===== config.mk =====
export PLATFORM = sky130hd
export DESIGN_NAME = csm_master_tx
export DESIGN_NICKNAME = d
export VERILOG_FILES = /design/src/csm_pkg.sv /design/src/csm_master_tx.sv
export VERILOG_INCLUDE_DIRS = /design/src
export SDC_FILE = /design/constraint.sdc
export NUM_CORES = 1
export LEC_CHECK = 0
export ABC_CLOCK_PERIOD_IN_PS = 7850
export BUFFER_PORTS_ARGS = -buffer_cell sky130_fd_sc_hd__buf_2
export CAP_MARGIN = 20
export CORE_ASPECT_RATIO = 0.5
export CORE_MARGIN = 2
export CORE_UTILIZATION = 30
export DETAILED_ROUTE_END_ITERATION = 12
export GPL_TIMING_DRIVEN = 0
export MAX_ROUTING_LAYER = met4
export PLACE_DENSITY = 0.54
export SLEW_MARGIN = 10
export SYNTH_ARGS = -nofsm -noshare
export SYNTH_HDL_FRONTEND = slang
export SYNTH_SLANG_ARGS = --single-unit

===== constraint.sdc =====
create_clock -name pclk -period 7.85 [get_ports pclk]
set_clock_uncertainty 0.05 [all_clocks]
set_input_delay 0 -clock pclk [delete_from_list [all_inputs] [get_ports pclk]]
set_output_delay 0 -clock pclk [all_outputs]
set_load 0.01 [all_outputs]

===== src/csm_cfg.svh =====
// Offsets, field positions, reset values and limits of the serial channel.
// Assumes nothing; included by the top module.
`ifndef CSM_CFG_SVH
`define CSM_CFG_SVH
`define CSM_NCH          4
`define CSM_OFF_OUT_EN   8'h00
`define CSM_OFF_START    8'h04
`define CSM_OFF_STOP     8'h08
`define CSM_OFF_EN_STAT  8'h0c
`define CSM_OFF_OUT_LVL  8'h10
`define CSM_OFF_SDI      8'h14
`define CSM_OFF_CFG0     8'h20
`define CSM_OFF_DATA0    8'h40
`define CSM_OFF_STAT0    8'h60
`define CSM_F_LEN8       0
`define CSM_F_LSB        1
`define CSM_F_DAP        2
`define CSM_F_CKP        3
`define CSM_F_CONT       4
`define CSM_F_MODE_LO    5
`define CSM_F_MODE_HI    7
`define CSM_F_WAKE       8
`define CSM_F_PRE_LO     9
`define CSM_F_PRE_HI     12
`define CSM_F_DIV_LO     13
`define CSM_F_DIV_HI     19
`define CSM_CFG_W        20
`define CSM_CFG_RST      20'h00001
`define CSM_LVL_RST      12'hf0f
`define CSM_FAST_CH      0
`endif


===== src/csm_pkg.sv =====
// Types shared by the serial channel design.
// Assumes nothing; uses nothing from csm_cfg.svh.
`default_nettype none
package csm_pkg;
  typedef enum logic [1:0] {
    CSM_ST_IDLE  = 2'b00,
    CSM_ST_LEAD  = 2'b01,
    CSM_ST_SHIFT = 2'b10
  } csm_state_t;
  typedef enum logic [2:0] {
    CSM_MD_MTX   = 3'b000,
    CSM_MD_MRX   = 3'b001,
    CSM_MD_MTRX  = 3'b010,
    CSM_MD_STX   = 3'b011,
    CSM_MD_SRX   = 3'b100,
    CSM_MD_STRX  = 3'b101,
    CSM_MD_WAKE  = 3'b110
  } csm_mode_t;
endpackage : csm_pkg
`default_nettype wire


===== src/csm_master_tx.sv =====
// Four-channel clocked serial unit, master transmission, APB register slave.
// Assumes one clock pclk; serial data inputs come from pins, other clocks.
`include "csm_cfg.svh"
`timescale 1ns/1ps
`default_nettype none
module csm_master_tx (
  // Clock and reset
  input  wire logic        pclk,
  input  wire logic        presetn,
  // APB slave
  input  wire logic        psel,
  input  wire logic        penable,
  input  wire logic        pwrite,
  input  wire logic [7:0]  paddr,
  input  wire logic [31:0] pwdata,
  output logic [31:0]      prdata,
  output logic             pready,
  output logic             pslverr,
  // Serial pins, one bit per channel
  output logic [3:0]       sck_out,
  output logic [3:0]       sdo_out,
  input  wire logic [3:0]  sdi_in,
  // One-cycle event per channel
  output logic [3:0]       channel_transfer_event
);

  function automatic logic ch_addr(input logic [7:0] a,
                                   input logic [7:0] base,
                                   input int ch);
    ch_addr = (a == base + 8'(ch * 4));
  endfunction : ch_addr

  // Picks the data bit for a half-period position.
  function automatic logic pick_bit(input logic [7:0] w, input logic len8,
                                    input logic lsb, input logic [2:0] idx);
    logic [2:0] top;
    top = len8 ? 3'd7 : 3'd6;
    pick_bit = lsb ? w[idx] : w[top - idx];
  endfunction : pick_bit

  ////////////////////////////////////////////////////////////////////////////
  // APB decode.

  logic [3:0]  out_en_reg, en_reg, stop_reg, sdi_s1_reg, sdi_s2_reg;
  logic [11:0] out_lvl_reg;
  logic [`CSM_CFG_W-1:0] cfg_all  [4];
  logic [7:0]            dat_all  [4];
  logic [3:0]  bff_all, busy_all, sck_all, so_all;
  logic [31:0] rd_mux;
  logic        mapped, ack_reg;

  // One wait state: read data is loaded in the first access cycle, so the
  // flop already holds it at the edge where pready is sampled high.
  wire wr_acc = psel && penable && pwrite && ack_reg;
  wire rd_acc = psel && penable && !pwrite && !ack_reg;
  wire wr_oe  = wr_acc && paddr == `CSM_OFF_OUT_EN;
  wire wr_ss  = wr_acc && paddr == `CSM_OFF_START;
  wire wr_st  = wr_acc && paddr == `CSM_OFF_STOP;
  wire wr_lvl = wr_acc && paddr == `CSM_OFF_OUT_LVL;

  assign pready  = ack_reg;
  assign pslverr = psel && penable && ack_reg && !mapped;

  always_comb begin
    rd_mux = 32'h0;
    mapped = 1'b1;
    case (paddr)
      `CSM_OFF_OUT_EN:  rd_mux = {28'h0, out_en_reg};
      `CSM_OFF_START:   rd_mux = 32'h0;
      `CSM_OFF_STOP:    rd_mux = {28'h0, stop_reg};
      `CSM_OFF_EN_STAT: rd_mux = {28'h0, en_reg};
      `CSM_OFF_OUT_LVL: rd_mux = {20'h0, out_lvl_reg};
      `CSM_OFF_SDI:     rd_mux = {28'h0, sdi_s2_reg};
      default: begin
        mapped = 1'b0;
        for (int i = 0; i < `CSM_NCH; i++) begin
          if (ch_addr(paddr, `CSM_OFF_CFG0, i)) begin
            rd_mux = {{(32 - `CSM_CFG_W){1'b0}}, cfg_all[i]};
            mapped = 1'b1;
          end
          if (ch_addr(paddr, `CSM_OFF_DATA0, i)) begin
            rd_mux = {24'h0, dat_all[i]};
            mapped = 1'b1;
          end
          if (ch_addr(paddr, `CSM_OFF_STAT0, i)) begin
            rd_mux = {30'h0, busy_all[i], bff_all[i]};
            mapped = 1'b1;
          end
        end
      end
    endcase
  end

  ////////////////////////////////////////////////////////////////////////////
  // Unit-wide registers.

  always_ff @(posedge pclk or negedge presetn) begin
    if (!presetn) begin
      prdata      <= 32'h0;
      ack_reg     <= 1'b0;
      out_en_reg  <= 4'h0;
      en_reg      <= 4'h0;
      stop_reg    <= 4'h0;
      out_lvl_reg <= `CSM_LVL_RST;
      sdi_s1_reg  <= 4'h0;
      sdi_s2_reg  <= 4'h0;
    end else begin
      prdata     <= rd_acc ? rd_mux : prdata;
      ack_reg    <= psel && penable && !ack_reg;
      sdi_s1_reg <= sdi_in;
      sdi_s2_reg <= sdi_s1_reg;
      if (wr_oe)
        out_en_reg <= pwdata[3:0];
      if (wr_lvl)
        out_lvl_reg <= pwdata[11:0];
      // A start write holds off a stop pending on the same bit for one cycle; the stop then clears it.
      en_reg   <= wr_ss ? (en_reg | pwdata[3:0])
                        : (en_reg & ~stop_reg);
      stop_reg <= (wr_st ? (stop_reg | pwdata[3:0]) : stop_reg)
                  & (wr_st ? 4'hf : en_reg);
    end
  end

  ////////////////////////////////////////////////////////////////////////////
  // Channel engines.

  for (genvar i = 0; i < `CSM_NCH; i++) begin : g_ch
    logic [`CSM_CFG_W-1:0] cfg_reg, cfg_next;
    logic [7:0]  dat_reg, shf_reg, shf_next;
    logic [14:0] pre_reg, pre_next, pre_lim;
    logic [6:0]  div_reg, div_next, div_lim;
    logic [3:0]  h_reg, h_next, h_last;
    logic [2:0]  idx;
    logic        bff_reg, bff_next, evt_reg, evt_next;
    logic        sck_reg, so_reg, sck_pin_reg, so_pin_reg;
    csm_pkg::csm_state_t st_reg, st_next;

    wire len8  = cfg_reg[`CSM_F_LEN8];
    wire dap   = cfg_reg[`CSM_F_DAP];
    wire cont  = cfg_reg[`CSM_F_CONT];
    wire [3:0] pexp = cfg_reg[`CSM_F_PRE_HI:`CSM_F_PRE_LO];
    wire [6:0] dcfg = cfg_reg[`CSM_F_DIV_HI:`CSM_F_DIV_LO];
    wire mtx   = cfg_reg[`CSM_F_MODE_HI:`CSM_F_MODE_LO]
                 == csm_pkg::CSM_MD_MTX;
    wire wr_cfg = wr_acc && ch_addr(paddr, `CSM_OFF_CFG0, i);
    wire wr_dat = wr_acc && ch_addr(paddr, `CSM_OFF_DATA0, i);
    wire pre_tk = pre_reg == pre_lim;
    wire tick   = pre_tk && div_reg == div_lim;
    wire start  = en_reg[i] && mtx && bff_reg;

    assign pre_lim = 15'((16'h1 << pexp) - 16'h1);
    // Slow channels never get a single-cycle half period.
    assign div_lim = (i != `CSM_FAST_CH && pexp == 4'h0 && dcfg == 7'h0)
                     ? 7'h1 : dcfg;
    assign h_last  = len8 ? 4'd15 : 4'd13;
    assign idx = (st_next != csm_pkg::CSM_ST_SHIFT) ? 3'd0
               : dap ? 3'(((h_next + 4'd1) >> 1) > {1'b0, h_last[3:1]}
                         ? h_last[3:1] : (h_next + 4'd1) >> 1)
               : 3'(h_next >> 1);

    always_comb begin
      cfg_next = wr_cfg ? pwdata[`CSM_CFG_W-1:0] : cfg_reg;
      if (i != 0)
        cfg_next[`CSM_F_WAKE] = 1'b0;
      st_next  = st_reg;
      h_next   = h_reg;
      shf_next = shf_reg;
      evt_next = 1'b0;
      bff_next = bff_reg;
      pre_next = (st_reg == csm_pkg::CSM_ST_IDLE || pre_tk) ? 15'h0
                 : pre_reg + 15'h1;
      div_next = (st_reg == csm_pkg::CSM_ST_IDLE || tick) ? 7'h0
                 : pre_tk ? div_reg + 7'h1 : div_reg;
      case (st_reg)
        csm_pkg::CSM_ST_IDLE: begin
          if (start) begin
            shf_next = dat_reg;
            bff_next = 1'b0;
            h_next   = 4'd0;
            evt_next = cont;
            st_next  = dap ? csm_pkg::CSM_ST_LEAD : csm_pkg::CSM_ST_SHIFT;
          end
        end
        csm_pkg::CSM_ST_LEAD: begin
          if (tick)
            st_next = csm_pkg::CSM_ST_SHIFT;
        end
        csm_pkg::CSM_ST_SHIFT: begin
          if (tick) begin
            if (h_reg == h_last) begin
              st_next  = csm_pkg::CSM_ST_IDLE;
              evt_next = !cont;
            end else begin
              h_next = h_reg + 4'd1;
            end
          end
        end
        default: st_next = csm_pkg::CSM_ST_IDLE;
      endcase
      if (!en_reg[i])
        st_next = csm_pkg::CSM_ST_IDLE;
      if (wr_dat)
        bff_next = 1'b1;
    end

    always_ff @(posedge pclk or negedge presetn) begin
      if (!presetn) begin
        cfg_reg <= `CSM_CFG_RST;
        dat_reg <= 8'h0;
        shf_reg <= 8'h0;
        pre_reg <= 15'h0;
        div_reg <= 7'h0;
        h_reg   <= 4'd0;
        bff_reg <= 1'b0;
        evt_reg <= 1'b0;
        sck_reg <= 1'b1;
        so_reg  <= 1'b1;
        st_reg  <= csm_pkg::CSM_ST_IDLE;
      end else begin
        cfg_reg <= cfg_next;
        dat_reg <= wr_dat ? pwdata[7:0] : dat_reg;
        shf_reg <= shf_next;
        pre_reg <= pre_next;
        div_reg <= div_next;
        h_reg   <= h_next;
        bff_reg <= bff_next;
        evt_reg <= evt_next;
        st_reg  <= st_next;
        sck_reg <= (st_next == csm_pkg::CSM_ST_SHIFT) ? h_next[0] : 1'b1;
        so_reg  <= (st_next == csm_pkg::CSM_ST_IDLE) ? so_reg
                   : pick_bit(shf_next, len8, cfg_reg[`CSM_F_LSB], idx);
      end
    end

    // Pins are retimed once so every pin change lands on one clock edge.
    always_ff @(posedge pclk or negedge presetn) begin
      if (!presetn) begin
        sck_pin_reg <= 1'b1;
        so_pin_reg  <= 1'b1;
      end else begin
        sck_pin_reg <= en_reg[i] ? sck_reg ^ cfg_reg[`CSM_F_CKP]
                                 : out_lvl_reg[8 + i];
        so_pin_reg  <= out_en_reg[i] ? so_reg : out_lvl_reg[i];
      end
    end

    assign cfg_all[i] = cfg_reg;
    assign dat_all[i] = dat_reg;
    assign bff_all[i] = bff_reg;
    assign busy_all[i] = st_reg != csm_pkg::CSM_ST_IDLE;
    assign sck_all[i] = sck_pin_reg;
    assign so_all[i]  = so_pin_reg;
    assign channel_transfer_event[i] = evt_reg;
  end

  assign sck_out = sck_all;
  assign sdo_out = so_all;

  ////////////////////////////////////////////////////////////////////////////
  // Checks on channels 0 and 1.

  wire c0_idle  = g_ch[0].st_reg == csm_pkg::CSM_ST_IDLE;
  wire c0_shift = g_ch[0].st_reg == csm_pkg::CSM_ST_SHIFT;
  wire c0_wrd   = wr_acc && paddr == `CSM_OFF_DATA0;
endmodule : csm_master_tx
`default_nettype wire


==> summary.txt, run 1 <==
Logic synthesis
  – Cell Area, Synth: 18,780 µm²
  – Top_reg_cell synth: dfrtp_1
  – Async set-reset flop share out of synthesis: between 90% and 100%
  – Syn_area_per_cell: 10.04 µm²
  – Distinct cells, synth: 96
  – Top cells by count, synth: 302 x dfrtp_1, 198 x nor2_1, 142 x mux2_2
  – Post-synth top area share: between 40% and 50%
  – Post-synthesis sequential area ratio: 44.15%
  – Most common cell in the netlist: dfrtp_1
  – Synth warnings: 0
  – Synth area leader: dfrtp_1
  – Yosys reg bits: 330
  – Top cells by area, synth: dfrtp_1 40%, mux2_2 8.5%, nor2_1 4.0%
  – EDFF count, synth: 0
  – Cells after Synth: around 1.9k

Run
  – Max cap viols: 0

Placed design
  – RD Place Congestion: ~0.92
  – # port buffers: approximately 70
  – Hpwl dp: between 30,000 and 40,000 µm
  – Placed Cells: roughly 2.8k

Floorplan
  – Die X: ~360 µm
  – Core Box Area: 61,500 µm²
  – Starting Density: a little under a third
  – Row count: 64
  – Ports: 95
  – Die H: between 150 and 200 µm
  – Die area: roughly 65,000 µm²

STA
  – Setup tns final: 0 ns
  – F_max: 135.7 MHz
  – Slew HR: 25.30%
  – Fin crit period: approximately 7.4 ns
  – Setup violation total in the final timing report: 0
  – Least-Margin Pin Slew: 1.121 ns
  – Final Max Tran Viols: 0
  – RSZ-0062 raised after global routing: false
  – Tcrit/Tclk final: between 90% and 100%
  – Final Hold Viols: 0

Global routing
  – Global-route wire length before repair: around 84,000 µm
  – Grt ovf: 0
  – Initial antenna violation count: 0
  – Number of global-route vias before repair: roughly 14k
  – Tot GR Track Use: ~17%
  – Pin count of the biggest net entering global routing: ~100

Critical path
  – CP max-delay cell: nor4b_4
  – CP top delay family: simple AND/OR/NAND/NOR gates
  – CP bufs+invs: 4
  – Crit path kind: reg2reg
  – Crit. path cell count: 27
  – Worst Setup End Kind: flop
  – Crit path max fanout: 10
  – WP data arrival: between 7 and 8 ns
  – CP dominant cell by count: ha_1
  – Crit start category: flop
  – Worst EP required: a little over 8 ns
  – Largest stage delay on the critical path: roughly 0.62 ns
  – FF-to-FF path depth: 27

Layout
  – Filler instances: ~6.3k
  – Max reg flops: 77
  – Fin util: 35.52%
  – Final Non-Filler Cells: about 2.9k
  – Nets: roughly 2.1k
  – Antenna diodes: 0
  – Multi-input logic area: between 9000 and 10,000 µm²
  – Layout cells sized above 1: about a fifth
  – Syn-to-layout area delta: 16.30%
  – FF+latch area: between 8000 and 9000 µm²

Power
  – P_leak: a little under 10 nW
  – Peak supply drop: approximately 0.11 mV
  – Power Total: 0.003728 W
  – Power per Cell Area: roughly 170 nW/µm²

Clock tree
  – Cts bufs inserted: 36
  – Clk buf depth: 3
  – CTS sink cnt: 330
  – Post-CTS Setup Bufs: 0
  – CTS tree: done
  – H-tree depth: 2
  – Reg clk slew, reported paths: 0.06 ns
  – CTS root buf: clkbuf_16
  – Worst-Skew Late Latency: between 0.5 and 0.6 ns

Routing
  – WL per Instance: between 15 and 20 µm
  – DRC: 0
  – Violation count after the first detailed-route iteration: approximately 1.1k
  – DRT Wirelength: approximately 53,000 µm
  – Vias: around 15k
  – Detail Route Antenna Nets: 0
  – Via-per-instance ratio: between 5 and 6
  – DR pass1 iterations: 9

Hold path
  – Hold path depth: 6
  – Worst min path class: in2reg

Run status
  – Status: complete, no violations
## power by group
group	internal (W)	switching (W)
Clock	0.00107	0.000719
Sequential	0.00173	0.0000195
Combinational	0.0000700	0.000126
## final cells by class
cell class,instances,area share (%)
multi-input combinational,1359,44.41
sequential,330,37.96
clock buffer,52,4.811
tap,825,4.725
timing repair buffer,103,3.437
buffer,117,2.537
inverter,75,1.289
clock inverter,12,0.8248
## logic make-up after synthesis
| kind of cell | count (synthesis) | synth area share [%] |
|---|---|---|
| compound gates | 331 | 12.48 |
| xor+xnor | 137 | 6.388 |
| fa+ha+maj | 32 | 2.132 |
| buf+inv | 192 | 4.443 |
| flops | 330 | 44.15 |
| mux | 206 | 12.48 |
| other cells | 1 | 0.01996 |
| simple gates | 641 | 17.91 |
## metrics by stage
stage / cell area [µm²] / setup slack, ns / hold WS, ns
after floorplan: 18820 / 1.504 / -0.3456
after global placement: 20200 / 0.08233 / 0.05851
after detailed placement: 20310 / 0.3788 / -0.1781
after CTS: 21830 / 0.3328 / 0.02319
after global routing: 21840 / 0.01139 / 0.05132
final: 21840 / 0.4821 / 0.04785
## cell usage in the layout, fill, tap and decap left out, types with 9 or more instances in the layout
master	instances
dfrtp_1	302
nor2_1	198
mux2_2	142
nand2_1	95
buf_2	80
clkbuf_1	79
inv_1	75
xnor2_1	70
nand3_1	68
a21oi_1	67
xor2_1	67
mux2i_1	54
o21ai_0	44
a22oi_1	42
and3_1	36
nand4_1	36
clkbuf_16	36
ha_1	32
dlygate4sd3_1	29
nor3_1	28
nor2b_1	28
dfstp_2	28
buf_4	25
a31oi_1	24
nand2b_1	21
a221oi_1	16
o211ai_1	15
or4_1	14
and2_1	14
or3_1	14
nor4_1	12
or2_2	12
conb_1	12
a21o_1	10
nand3b_1	10
a211oi_1	10
nor3b_1	9
a222oi_1	9
clkbuf_8	9
## tightest hold or removal path: cells and delay by family
kind                   cells  cell delay [ns]
buffers and inverters      1             0.14
AO/OA/AOI/OAI              1             0.07
AND/OR/NAND/NOR            4             0.38
## worst paths after layout
| path | slack, ns | start | to |
|---|---|---|---|
| worst max-delay path | 0.48 | g_ch[1].cfg_reg[11] | g_ch[1].so_reg |
| worst min-delay path | 0.05 | paddr[2] | en_reg[1] |
| worst max register to register | 0.48 | g_ch[1].cfg_reg[11] | g_ch[1].so_reg |
| worst min register to register | 0.29 | sdi_s1_reg[3] | sdi_s2_reg[3] |
| max in group asynchronous | 5.76 | presetn | g_ch[1].pre_reg[14] |
| min in group asynchronous | 0.52 | presetn | out_lvl_reg[2] |
## timing repair
action / 4_1_cts / 5_1_grt
gates resized for setup: 0 / 1
endpoints found under the hold margin: 218 / 0
setup endpoints to repair: 0 / 1
hold buffers: 29 / 0
## per-layer routing
layer | global-route usage (%) | share of wire (%)
met5 | - | 0
met4 | 3.933 | 2.3
met3 | 2.202 | 4.4
met2 | 25.92 | 46
met1 | 23.50 | 48
Note: power is estimated with default switching activity, not from simulation.
==> run 2, diff against run 1 <==
--- a/config.mk
+++ b/config.mk
@@ -6,16 +6,16 @@
 export SDC_FILE = /design/constraint.sdc
 export NUM_CORES = 1
 export LEC_CHECK = 0
-export ABC_CLOCK_PERIOD_IN_PS = 7850
+export ABC_CLOCK_PERIOD_IN_PS = 7370
 export BUFFER_PORTS_ARGS = -buffer_cell sky130_fd_sc_hd__buf_2
 export CAP_MARGIN = 20
 export CORE_ASPECT_RATIO = 0.5
 export CORE_MARGIN = 2
 export CORE_UTILIZATION = 30
 export DETAILED_ROUTE_END_ITERATION = 12
-export GPL_TIMING_DRIVEN = 0
 export MAX_ROUTING_LAYER = met4
 export PLACE_DENSITY = 0.54
+export SKIP_CTS_REPAIR_TIMING = 1
 export SLEW_MARGIN = 10
 export SYNTH_ARGS = -nofsm -noshare
 export SYNTH_HDL_FRONTEND = slang
==> constraint.sdc (replaced) <==
create_clock -name pclk -period 7.37 [get_ports pclk]
set_clock_uncertainty 0.05 [all_clocks]
set_input_delay 0 -clock pclk [delete_from_list [all_inputs] [get_ports pclk]]
set_output_delay 0 -clock pclk [all_outputs]
set_load 0.01 [all_outputs]
==> run 2 against run 1 <==
Net effect: largest cell class unchanged; highest routed layer unchanged; sequential share of layout area grew 0.66 points; largest power group unchanged; fmax grew 6.1%; combinational power is essentially flat; wire length shrank 3.6%; sequential cell count is the same; critical endpoint unchanged.
==> summary.txt, run 2 (same netlist as run 1, synthesis figures left out) <==
Placed design
  – # port buffers: 70 (was 69)
  – Placed Cells: 2,689 (was 2,779)
  – Hpwl dp: 36,310 µm (was 38,880 µm)
  – RD Place Congestion: 0.8686 (was 0.9150)

Layout
  – Highest-count cells in the layout ignoring fill and taps: 302 x dfrtp_1, 197 x nor2_1, 142 x mux2_2 (was 302 x dfrtp_1, 198 x nor2_1, 142 x mux2_2)
  – Antenna diodes: 0 (unchanged)
  – Layout cells sized above 1: 19.43% (was 18.85%)
  – Max reg flops: 77 (unchanged)
  – Syn-to-layout area delta: 14.32% (was 16.30%)
  – Nets: 2,013 (was 2,103)
  – Final Non-Filler Cells: 2,786 (was 2,873)
  – Leading cell type in the layout, fill and taps excluded: dfrtp_1 (unchanged)

Global routing
  – Number of global-route vias before repair: 13.71k (was 14.30k)
  – GRT met1 Usage: 22.41% (was 23.50%)
  – Pin count of the biggest net entering global routing: 91 (was 104)
  – Global-route wire length before repair: 81,450 µm (was 84,290 µm)
  – Met2 Use GR: 25.43% (was 25.92%)
  – GRT busiest layer: met2 (unchanged)
  – Initial antenna violation count: 0 (unchanged)
  – Tot GR Track Use: 16.26% (was 16.85%)
  – Grt ovf: 0 (unchanged)
  – Met3 Usage GRT: 2.061% (was 2.202%)

Routing
  – Detail Route Antenna Nets: 0 (unchanged)
  – DR pass1 iterations: 7 (was 9)
  – WL per Instance: 18.39 µm (was 18.50 µm)
  – DRC: 0 (unchanged)
  – Vias: 14.42k (was 14.90k)
  – DRT Wirelength: 51,220 µm (was 53,150 µm)
  – Violation count after the first detailed-route iteration: 1,065 (was 1,145)
  – Via-per-instance ratio: 5.175 (was 5.186)

Clock tree
  – Clk buf depth: 3 (unchanged)
  – Cts bufs inserted: 37 (was 36)
  – H-tree depth: 2 (unchanged)
  – CTS root buf: clkbuf_16 (unchanged)
  – Reg clk slew, reported paths: 0.06 ns (about the same)
  – CTS tree: done (unchanged)
  – CTS sink cnt: 330 (unchanged)
  – Worst-Skew Late Latency: 0.55 ns (was 0.54 ns)

STA
  – Slew HR: 29.74% (was 25.30%)
  – Setup tns final: 0 ns (unchanged)
  – Setup violation total in the final timing report: 0 (unchanged)
  – Final Max Tran Viols: 0 (unchanged)
  – Tcrit/Tclk final: 94.18% (was 93.86%)
  – Fin crit period: 6.941 ns (was 7.368 ns)
  – F_max: 144.1 MHz (was 135.7 MHz)
  – Least-Margin Pin Slew: 1.051 ns (was 1.121 ns)
  – Final Hold Viols: 0 (unchanged)
  – RSZ-0062 raised after global routing: false (unchanged)
  – Hold WS: 0.01875 ns (was 0.04785 ns)

Run
  – Max cap viols: 0 (unchanged)

Floorplan
  – Die area: 64,750 µm² (unchanged)
  – Row count: 64 (unchanged)
  – Starting Density: 30.54% (unchanged)
  – Core Box Area: 61,500 µm² (unchanged)
  – Ports: 95 (unchanged)
  – Die X: 357.9 µm (unchanged)
  – Die H: 180.9 µm (unchanged)

Critical path
  – CP max-delay cell: or4b_4 (was nor4b_4)
  – WP data arrival: 7.39 ns (was 7.80 ns)
  – Worst EP required: 7.81 ns (was 8.28 ns)
  – Largest stage delay on the critical path: 0.54 ns (was 0.62 ns)
  – Crit start category: flop (unchanged)
  – CP bufs+invs: 1 (was 4)
  – Crit path kind: reg2reg (unchanged)
  – Crit path max fanout: 13 (was 10)
  – CP top delay family: simple AND/OR/NAND/NOR gates (unchanged)
  – Worst Setup End Kind: flop (unchanged)
  – Crit-path cells: nor3_2 -> nand2_1 -> ha_1 -> xnor2_1 -> nand3_1 -> a32oi_1 -> or4b_4 -> nor4b_4 -> and3_4 -> a21oi_1 -> a31o_2 -> ha_1 -> inv_1 -> ha_1 -> or3_1 -> or3_1 -> o22ai_1 -> a211oi_1 -> ha_1 -> ha_1 -> mux4_2 -> mux2_1 -> o22ai_1 -> o32a_2
  – CP dominant cell by count: ha_1 (unchanged)

Power
  – Switching power: 0.0009700 W (was 0.0008643 W)
  – Reg power frac: 46.3% (was 46.9%)
  – Power share of the clock group: 48.8% (was 47.9%)
  – P_leak: 9.615 nW (was 9.777 nW)
  – Switching share of power: 24.11% (was 23.18%)
  – Pint: 0.003053 W (was 0.002864 W)
  – Power Total: 0.004023 W (was 0.003728 W)
  – Power per Cell Area: 187.4 nW/µm² (was 170.7 nW/µm²)
  – Peak supply drop: 0.1202 mV (was 0.1108 mV)
  – Comb pwr share: 4.9% (was 5.3%)

Run status
  – Status: complete, no violations (unchanged)

Hold path
  – Worst min path class: in2async (was in2reg)
run 2: changes by cell type in the layout (fill, tap and decap cells not counted), moves of 2 or more:
cell and delta:
buf_2 -11, clkbuf_1 -73, clkbuf_2 -2, clkbuf_8 -2, clkinv_2 +4, inv_6 +2, buf_16 -2, dlygate4sd3_1 -2
buf_4 +6, buf_1 -6
run 2: power by group through the flow:
stage           logic, W  clock network [W]  registers, W
2_1_floorplan  0.0000721                  0       0.00190
5_1_grt         0.000218            0.00209       0.00187
4_1_cts         0.000189            0.00201       0.00187
3_3_place_gp    0.000187                  0       0.00190
6_report        0.000196            0.00196       0.00186
3_5_place_dp    0.000188                  0       0.00190
run 2: layout make-up:
| class | instances | area, µm² |
|---|---|---|
| tap | 825 | 1032 |
| fill | 6222 | 40030 |
| inverter | 75 | 281.5 |
| clock inverter | 18 | 226.5 |
| multi-input combinational | 1359 | 9704 |
| timing repair buffer | 129 | 890.9 |
| clock buffer | 50 | 1045 |
| sequential | 330 | 8293 |
run 2: stage by stage:
stage          setup WS (ns)  util, %  cell area (µm²)
5_1_grt              0.04258    34.92            21470
2_1_floorplan          1.024        -            18820
6_report              0.4287    34.92            21470
3_3_place_gp          0.5718    32.35            19900
3_5_place_dp          0.4789    32.35            19900
4_1_cts               0.4381    34.42            21170
run 2: per-layer routing:
metal	vias to the layer above	wire (µm)
li1	6867	-
met1	7223	24300
met2	268	23940
met3	59	2072
met4	0	908
met5	-	0
run 2: final timing paths:
path | start | cells past startpoint | to | slack, ns
max in group asynchronous | presetn | 3 | g_ch[1].cfg_reg[1] | 5.80
hold reg to reg | sdi_s1_reg[3] | 0 | sdi_s2_reg[3] | 0.29
min in group pclk | pwrite | 4 | prdata[1] | 0.03
hold / removal | presetn | 2 | g_ch[1].h_reg[0] | 0.02
setup / recovery | g_ch[1].cfg_reg[12] | 24 | g_ch[1].so_reg | 0.43
setup reg to reg | g_ch[1].cfg_reg[12] | 24 | g_ch[1].so_reg | 0.43
